--- src/cdgc_regs.vh ---
`ifndef CDGC_REGS_VH
`define CDGC_REGS_VH

// ----------------------------------------------------------------
// Register offsets
// ----------------------------------------------------------------
`define CDGC_OFF_STATUS   8'h04
`define CDGC_OFF_IRQCFG   8'h05
`define CDGC_OFF_CTRL     8'h16
`define CDGC_OFF_GLOBAL   8'h1e

// ----------------------------------------------------------------
// Field positions
// ----------------------------------------------------------------
`define CDGC_BIT_SENSE2   7
`define CDGC_BIT_SENSE1   6
`define CDGC_BIT_SOFTIRQ  5
`define CDGC_BIT_WAKE_EN  4
`define CDGC_BIT_REMOVAL  1
`define CDGC_BIT_DETECT   3
`define CDGC_BIT_CLRSEL   2

// ----------------------------------------------------------------
// Reset values and counts
// ----------------------------------------------------------------
`define CDGC_RST_BYTE     8'h00
`define CDGC_RST_BIT      1'b0
`define CDGC_ARM_CYCLES   2'h3
`define CDGC_ONE_BYTE     8'h01

`endif

--- src/cdgc_sync.v ---
// ----------------------------------------------------------------
// Three-stage pin synchroniser with agreement filter
// ----------------------------------------------------------------
module cdgc_sync #(
	parameter WIDTH = 4
) (
	input  wire             i_clk,
	input  wire             i_reset,
	input  wire [WIDTH-1:0] i_pin,
	output wire [WIDTH-1:0] o_level
);

	reg [WIDTH-1:0] stage1;
	reg [WIDTH-1:0] stage2;
	reg [WIDTH-1:0] stage3;
	reg [WIDTH-1:0] level;

	genvar g;
	generate
		for (g = 0; g < WIDTH; g = g + 1) begin : g_bit
			// A new level is accepted only once the second and third stages agree.
			always @(posedge i_clk) begin
				stage1[g] <= i_pin[g];
				stage2[g] <= stage1[g];
				stage3[g] <= stage2[g];
				if (i_reset) begin
					level[g] <= 1'b0;
				end else if (stage2[g] == stage3[g]) begin
					level[g] <= stage3[g];
				end
			end
		end
	endgenerate

	assign o_level = level;

endmodule

--- src/cdgc_irq.v ---
`include "cdgc_regs.vh"

// ----------------------------------------------------------------
// Sticky status bits with mask and level interrupt
// ----------------------------------------------------------------
module cdgc_irq (
	input  wire       i_clk,
	input  wire       i_reset,
	input  wire [7:0] i_event,
	input  wire [7:0] i_mask,
	input  wire       i_read_clear,
	input  wire       i_write_clear,
	input  wire [7:0] i_write_data,
	output wire [7:0] o_status,
	output wire       o_irq
);

	reg [7:0] status;
	reg       irq;

	genvar g;
	generate
		for (g = 0; g < 8; g = g + 1) begin : g_flag
			// A set in the same cycle as a clear wins.
			always @(posedge i_clk) begin
				if (i_reset) begin
					status[g] <= `CDGC_RST_BIT;
				end else if (i_event[g]) begin
					status[g] <= 1'b1;
				end else if (i_read_clear || (i_write_clear && i_write_data[g])) begin
					status[g] <= 1'b0;
				end
			end
		end
	endgenerate

	always @(posedge i_clk) begin
		if (i_reset) begin
			irq <= `CDGC_RST_BIT;
		end else begin
			irq <= |(status & i_mask);
		end
	end

	assign o_status = status;
	assign o_irq    = irq;

endmodule

--- src/cdgc_top.v ---
`include "cdgc_regs.vh"

module cdgc_top (
	input  wire       i_clk,
	input  wire       i_reset,
	input  wire       i_bus_reset_n,
	input  wire       i_pme_enable,
	input  wire       i_cd1_n,
	input  wire       i_cd2_n,
	input  wire       i_vs1_n,
	input  wire       i_vs2_n,
	input  wire [7:0] i_addr,
	input  wire [7:0] i_wdata,
	input  wire       i_wr,
	input  wire       i_rd,
	output reg  [7:0] o_rdata,
	output reg        o_irq,
	output reg        o_wake_out_n,
	output reg        o_legacy_reg_reset
);

	// ----------------------------------------------------------------
	// Address decode
	// ----------------------------------------------------------------
	// Only the control register lives in this block; the status and mask
	// registers are kept here as full bytes, and the global register as its one clear-select bit.
	function hit;
		input [7:0] addr;
		input [7:0] offset;
		begin
			hit = (addr == offset);
		end
	endfunction

	// A write strobe to one register with one chosen bit of the data set.
	function wr_one;
		input         wr;
		input [7:0]   addr;
		input [7:0]   offset;
		input [7:0]   data;
		input integer pos;
		begin
			wr_one = wr && hit(addr, offset) && data[pos];
		end
	endfunction

	wire wr_ctrl;
	wire wr_irqcfg;
	wire wr_global;
	wire wr_status;
	wire rd_status;

	assign wr_ctrl   = i_wr && hit(i_addr, `CDGC_OFF_CTRL);
	assign wr_irqcfg = i_wr && hit(i_addr, `CDGC_OFF_IRQCFG);
	assign wr_global = i_wr && hit(i_addr, `CDGC_OFF_GLOBAL);
	assign wr_status = i_wr && hit(i_addr, `CDGC_OFF_STATUS);
	assign rd_status = i_rd && hit(i_addr, `CDGC_OFF_STATUS);

	// ----------------------------------------------------------------
	// Pin synchronisation
	// ----------------------------------------------------------------
	// Both the wake output and the removal pulse act on these levels, so a
	// contact that bounces must be filtered before it reaches them.
	wire [3:0] pin_level;
	wire       cd1_level;
	wire       cd2_level;
	wire       sense1_level;
	wire       sense2_level;

	cdgc_sync #(
		.WIDTH (4)
	) u_sync (
		.i_clk   (i_clk),
		.i_reset (i_reset),
		.i_pin   ({i_vs2_n, i_vs1_n, i_cd2_n, i_cd1_n}),
		.o_level (pin_level)
	);

	assign cd1_level    = pin_level[0];
	assign cd2_level    = pin_level[1];
	assign sense1_level = pin_level[2];
	assign sense2_level = pin_level[3];

	// ----------------------------------------------------------------
	// Change detection
	// ----------------------------------------------------------------
	// The filtered levels need a few cycles to settle after reset, so
	// edges are ignored until the arm counter has run out.
	// The two contacts mate and part one after the other, so each of them
	// counts as a change of its own, and removal is the moment both read open.
	reg  [1:0] arm_count;
	reg        armed;
	reg  [1:0] cd_prev;
	reg        absent_prev;
	wire       card_absent;
	wire       detect_change;
	wire       card_removed;

	always @(posedge i_clk) begin
		if (i_reset) begin
			arm_count <= 2'h0;
			armed     <= 1'b0;
		end else if (arm_count != `CDGC_ARM_CYCLES) begin
			arm_count <= arm_count + 2'h1;
			armed     <= 1'b0;
		end else begin
			armed     <= 1'b1;
		end
	end

	always @(posedge i_clk) begin
		if (i_reset) begin
			cd_prev     <= 2'h0;
			absent_prev <= 1'b0;
		end else begin
			cd_prev     <= {cd2_level, cd1_level};
			absent_prev <= card_absent;
		end
	end

	assign card_absent   = cd1_level && cd2_level;
	assign detect_change = armed && (cd_prev != {cd2_level, cd1_level});
	assign card_removed  = armed && card_absent && !absent_prev;

	// ----------------------------------------------------------------
	// Sticky control bits
	// ----------------------------------------------------------------
	// Bus reset only reaches these bits while power events are disabled,
	// so that a host which drops bus power keeps its wake setup and the
	// wake output holds until the detect flag is cleared or a global reset.
	wire sticky_clear;
	reg  detect_wake_enable;
	reg  removal_reg_reset;

	assign sticky_clear = i_reset || (!i_bus_reset_n && !i_pme_enable);

	always @(posedge i_clk) begin
		if (sticky_clear) begin
			detect_wake_enable <= `CDGC_RST_BIT;
			removal_reg_reset  <= `CDGC_RST_BIT;
		end else if (wr_ctrl) begin
			detect_wake_enable <= i_wdata[`CDGC_BIT_WAKE_EN];
			removal_reg_reset  <= i_wdata[`CDGC_BIT_REMOVAL];
		end
	end

	// ----------------------------------------------------------------
	// Neighbouring registers used by this block
	// ----------------------------------------------------------------
	// Only the detect enable and the clear-mode select are used here; the
	// mask byte is kept whole because it also gates the interrupt.
	reg [7:0] irq_config;
	reg       flag_clear_select;

	always @(posedge i_clk) begin
		if (i_reset) begin
			irq_config        <= `CDGC_RST_BYTE;
			flag_clear_select <= `CDGC_RST_BIT;
		end else begin
			if (wr_irqcfg) begin
				irq_config <= i_wdata;
			end
			if (wr_global) begin
				flag_clear_select <= i_wdata[`CDGC_BIT_CLRSEL];
			end
		end
	end

	wire detect_enable;

	assign detect_enable = irq_config[`CDGC_BIT_DETECT];

	// ----------------------------------------------------------------
	// Status flag clearing
	// ----------------------------------------------------------------
	wire read_clear;
	wire write_clear;
	wire detect_cleared;
	wire detect_write_clear;

	// A read clears the flags only in read-clear mode, and it still returns
	// the flags as they stood before the clear.
	assign read_clear     = rd_status && !flag_clear_select;
	assign write_clear    = wr_status && flag_clear_select;
	assign detect_write_clear = flag_clear_select && wr_one(i_wr, i_addr, `CDGC_OFF_STATUS, i_wdata, `CDGC_BIT_DETECT);
	assign detect_cleared = read_clear || detect_write_clear;

	// ----------------------------------------------------------------
	// Software detect request
	// ----------------------------------------------------------------
	// The request never reads back; it lives until the detect status
	// flag that it raised is cleared or a second request write retires it.
	// A second write of 1 while the request is pending only retires it;
	// the detect flag already records the first one.
	wire soft_write;
	wire soft_event;
	reg  soft_pending;

	assign soft_write = wr_one(i_wr, i_addr, `CDGC_OFF_CTRL, i_wdata, `CDGC_BIT_SOFTIRQ);
	assign soft_event = soft_write && detect_enable && !soft_pending;

	always @(posedge i_clk) begin
		if (i_reset) begin
			soft_pending <= `CDGC_RST_BIT;
		end else if (soft_event) begin
			soft_pending <= 1'b1;
		end else if (detect_write_clear) begin
			soft_pending <= 1'b0;
		end else if (read_clear || soft_write) begin
			soft_pending <= 1'b0;
		end
	end

	// ----------------------------------------------------------------
	// Status and interrupt
	// ----------------------------------------------------------------
	wire [7:0] event_vec;
	wire [7:0] status;
	wire       irq_level;

	assign event_vec = {4'h0, detect_change || soft_event, 3'h0};

	cdgc_irq u_irq (
		.i_clk         (i_clk),
		.i_reset       (i_reset),
		.i_event       (event_vec),
		.i_mask        (irq_config),
		.i_read_clear  (read_clear),
		.i_write_clear (write_clear),
		.i_write_data  (i_wdata),
		.o_status      (status),
		.o_irq         (irq_level)
	);

	// ----------------------------------------------------------------
	// Wake output
	// ----------------------------------------------------------------
	reg wake_low;
	reg next_wake_low;

	// Setting beats clearing, so a change that lands in the same cycle as
	// the software clear keeps the output low.
	always @* begin
		next_wake_low = wake_low;
		if (detect_change && detect_wake_enable) begin
			next_wake_low = 1'b1;
		end else if (detect_cleared) begin
			next_wake_low = 1'b0;
		end
	end

	always @(posedge i_clk) begin
		if (sticky_clear) begin
			wake_low <= `CDGC_RST_BIT;
		end else begin
			wake_low <= next_wake_low;
		end
	end

	// ----------------------------------------------------------------
	// Removal reset pulse
	// ----------------------------------------------------------------
	// The removal edge is one cycle wide, so the pulse is one cycle wide too.
	wire legacy_pulse;

	assign legacy_pulse = card_removed && removal_reg_reset;

	// ----------------------------------------------------------------
	// Read data
	// ----------------------------------------------------------------
	// Reserved positions and the write-only request stay zero on every read.
	reg [7:0] ctrl_view;
	reg [7:0] next_rdata;

	always @* begin
		ctrl_view                    = `CDGC_RST_BYTE;
		ctrl_view[`CDGC_BIT_SENSE2]  = sense2_level;
		ctrl_view[`CDGC_BIT_SENSE1]  = sense1_level;
		ctrl_view[`CDGC_BIT_SOFTIRQ] = 1'b0;
		ctrl_view[`CDGC_BIT_WAKE_EN] = detect_wake_enable;
		ctrl_view[`CDGC_BIT_REMOVAL] = removal_reg_reset;
	end

	always @* begin
		next_rdata = `CDGC_RST_BYTE;
		if (i_rd) begin
			case (i_addr)
			`CDGC_OFF_CTRL: begin
				next_rdata = ctrl_view;
			end
			`CDGC_OFF_STATUS: begin
				next_rdata = status;
			end
			`CDGC_OFF_IRQCFG: begin
				next_rdata = irq_config;
			end
			`CDGC_OFF_GLOBAL: begin
				next_rdata[`CDGC_BIT_CLRSEL] = flag_clear_select;
			end
			default: begin
				next_rdata = `CDGC_RST_BYTE;
			end
			endcase
		end
	end

	// ----------------------------------------------------------------
	// Output registers
	// ----------------------------------------------------------------
	// Every port leaves from a flip-flop, so the host never sees a glitch
	// from the address decode.
	always @(posedge i_clk) begin
		if (i_reset) begin
			o_rdata            <= `CDGC_RST_BYTE;
			o_irq              <= `CDGC_RST_BIT;
			o_wake_out_n       <= 1'b1;
			o_legacy_reg_reset <= `CDGC_RST_BIT;
		end else begin
			o_rdata            <= next_rdata;
			o_irq              <= irq_level;
			o_wake_out_n       <= !wake_low;
			o_legacy_reg_reset <= legacy_pulse;
		end
	end

endmodule

--- config.mk ---
export PLATFORM = sky130hd
export DESIGN_NAME = cdgc_top
export DESIGN_NICKNAME = d
export VERILOG_FILES = /design/src/cdgc_sync.v /design/src/cdgc_irq.v /design/src/cdgc_top.v
export VERILOG_INCLUDE_DIRS = /design/src
export SDC_FILE = /design/constraint.sdc
export NUM_CORES = 1
export LEC_CHECK = 0
export ABC_AREA = 1
export ABC_CLOCK_PERIOD_IN_PS = 1300
export BUFFER_PORTS_ARGS = -buffer_cell sky130_fd_sc_hd__buf_4
export CORE_MARGIN = 8
export CORE_UTILIZATION = 50
export CTS_CLUSTER_DIAMETER = 50
export DETAILED_ROUTE_END_ITERATION = 10
export GPL_TIMING_DRIVEN = 0
export HOLD_SLACK_MARGIN = 0.1
export PLACE_DENSITY = 0.77
export RECOVER_POWER = 25
export SYNTH_ARGS = -nofsm -noshare
export SYNTH_HDL_FRONTEND = slang
export SYNTH_SLANG_ARGS = --single-unit
--- constraint.sdc ---
create_clock -name i_clk -period 1.3 [get_ports i_clk]
set_clock_uncertainty 0.15 [all_clocks]
set_input_delay 0.26 -clock i_clk [delete_from_list [all_inputs] [get_ports i_clk]]
set_output_delay 0.26 -clock i_clk [all_outputs]
set_load 0.005 [all_outputs]
==> summary.txt <==
GRT
  – Initial antenna violation count: 0
  – GRT Util Overall: 15.4%
  – Vias in the first global route: 1498
  – First-pass GRT wire length: 6540 um
  – Largest net degree at the start of global routing: 15
  – GRT overflow: 0

Outcome
  – Status: complete, no violations

Synthesis
  – Top-count cell post-synth: nand2_1
  – Synth Area in Compound Gates: 9.20%
  – Main combinational cell family by area after synthesis: simple AND/OR/NAND/NOR gates
  – Post-Synth XOR/XNOR Area: 1.56%
  – Synth top area cells: dfxtp_1, nand2_1, a21oi_1
  – Avg Cell Area, Syn: 8.19 um2
  – Post-synthesis cell area: 1690 um2
  – Share of the synthesized area in the top cell type: 57.0%
  – Sequential-to-total area share from yosys stat: 57.0%
  – Synth Flop Type: dfxtp_1
  – YS warnings: 0
  – Simple-Gate Fraction of Synth Area: 25.1%
  – Syn_nets: 233
  – Synth Register Bits: 48
  – Synth cell types: 22
  – Yosys top cell by area: dfxtp_1
  – Synth async-reset ratio: 0%
  – Cell count after synthesis: 206
  – Multiplexer area fraction after synthesis: 0%
  – Top cells by count, synth: nand2_1, dfxtp_1, nor2_1
  – EDFF count, synth: 0
  – Post-Synth Adder-Cell Area: 0.742%

Worst setup path
  – Worst Setup SP: i_bus_reset_n
  – Startpoint types: input pin
  – CP Capture Type: flip-flop
  – CP required: 1390 ps
  – Max FO, Critical Path: 3
  – Setup Crit Path Kind: in2reg
  – R2R Path Start: flag_clear_select$_SDFFE_PP0P_
  – Flop2flop setup slack: 120 ps
  – CP endpoint: wake_low$_SDFFE_PP0P_
  – Crit path DAT: 1340 ps
  – Reg2reg path depth: 7
  – Reg-to-Reg End: u_irq.o_status[3]$_SDFFE_PP0P_

Clocking
  – Cts hold-fix bufs: 16
  – Clk root buf: clkbuf_4
  – CTS clock-pin slew for the worst setup and hold paths: 130 ps
  – Clock buffer depth: 2
  – CTS Buf Count: 5
  – CTS tree: built
  – H-tree depth: 2
  – Worst skew pair latency: 360 ps
  – # Post-CTS Setup Buffers: 0
  – CTS Sinks: 48

Floorplan
  – Ports: 37
  – Starting Density: 51.4%
  – Die height: 74.1 um
  – Die X-Extent: 74.1 um
  – Row cnt: 21
  – Die area: 5490 um2
  – Core area: 3280 um2

Drt
  – Vias per cell: 4.84
  – DR iter-0 viols: 88
  – Final WL: 3860 um
  – Pre-antenna DRT Iters: 4
  – # DRC: 0
  – WL/cell: 12.5 um
  – Vias: 1495
  – Antenna Violating Nets Remaining: 0

Finish
  – Final instance area: 2210 um2
  – Final #Nets: 290
  – Area of the multi-input gates: 622 um2
  – Fill count: 269
  – Non-Filler Instances: 309
  – Syn-to-layout area delta: 31.2%
  – N_diodes: 0
  – Finished Core Util: 67.4%
  – Share of layout cells above drive strength 1: 22.1%
  – FF/Latch Area: 962 um2

Hold path
  – Hold Crit Start: i_reset
  – Hold/Removal Path Class: in2reg

STA
  – Worst Max-Slew Pin Slew: 468 ps
  – Slew Limit Fails: 0
  – Final-report hold violation count: 0
  – Hold WS: 39.8 ps
  – Post-layout min period: 1250 ps
  – Setup TNS: 0 ps
  – Relative slew slack: 68.8%
  – Final critical-path share of the clock period: 95.9%
  – Setup violators final: 0
  – Max Freq: 0.802 GHz
  – Fin worst setup slack: 52.9 ps
  – RSZ-0062 raised after global routing: false

Placement
  – Final Wtd Congestion: 0.840
  – Area after DPL: 2010 um2
  – Placed Instances: 287
  – Post-place setup slack: -151 ps
  – HPWL after DPL: 2620 um
  – IO Port Bufs: 35

Power
  – PwrDens: 1090 nW/um2
  – Total Power: 2.42 mW
  – Maximum vdd drop: 747 uV
  – Lkg Pwr: 0.938 nW

Job
  – Max cap viols: 0
state kept, by name (all words and copies together), names as in the netlist, 2 cells and up:
register        flops
u_sync.stage2       4
cd_prev             2
o_rdata             8
u_sync.stage1       4
u_sync.stage3       4
u_sync.o_level      4
irq_config          8
arm_count           2
metal layers:
layer,track usage [%],vias to the layer above,wire length (um)
met3,4.04,12,239
li1,-,753,-
met2,27.0,46,2000
met4,11.1,0,105
met1,15.6,684,1520
met5,0,-,0
cells by family after synthesis:
group	after synthesis
DFF	48
adders and majority gates	1
buffers and inverters	27
AOI/OAI and AO/OA	31
and+or+nand+nor	96
xor gates and xnor gates	3
how the worst min path moves through the flow:
stage / depth (start not counted) / slack (ps) / end
6_report: 2 / 40 / irq_config[7]$_SDFFE_PP0P_
5_1_grt: 2 / 40 / irq_config[7]$_SDFFE_PP0P_
3_3_place_gp: 0 / 160 / u_sync.stage2[3]$_DFF_P_
4_1_cts: 4 / 60 / o_rdata[5]$_SDFF_PP0_
3_5_place_dp: 0 / 160 / u_sync.stage2[1]$_DFF_P_
2_1_floorplan: 0 / 140 / u_sync.stage1[0]$_DFF_P_
placed cells by master, fill, tap and decap left out:
cell and count:
xor2_1 1, o21ai_0 9, clkbuf_4 9, ha_1 1, nor2_4 2, nand3_1 4, dlygate4sd3_1 15, nor2_1 28
clkinvlp_4 1, buf_2 1, nor3_4 1, clkinv_2 1, clkinv_4 1, nand3_4 1, nor3_1 2, inv_2 4
nor2_2 1, o21ai_2 1, buf_4 31, a21oi_1 21, dfxtp_1 47, nand4_1 2, nand2_1 52, buf_1 1
inv_1 20, xnor2_1 2, dfxtp_2 1, nand2_2 3
critical path: stages:
cell,delay (ps)
dlygate4sd3_1,550
buf_4,140
o21ai_0,300
a21oi_1,90
power by group:
group	switching (mW)	total, mW	internal [mW]	leakage (nW)
Combinational	0.104	0.222	0.118	0.517
Clock	0.448	0.645	0.198	0.0271
Sequential	0.0287	1.55	1.52	0.393
repair_timing:
item,4_1_cts,5_1_grt
resized for setup,0,2
hold endpoints to repair,22,9
setup endpoints to repair,0,6
layout make-up:
type	count	area share, %
Buffer	2	0.396
Multi-Input combinational cell	131	28.1
Timing Repair Buffer	50	18.7
Clock inverter	2	0.566
Inverter	25	4.47
Sequential cell	48	43.5
Tap cell	46	2.60
Clock buffer	5	1.70
(Power assumes the default switching activity.)
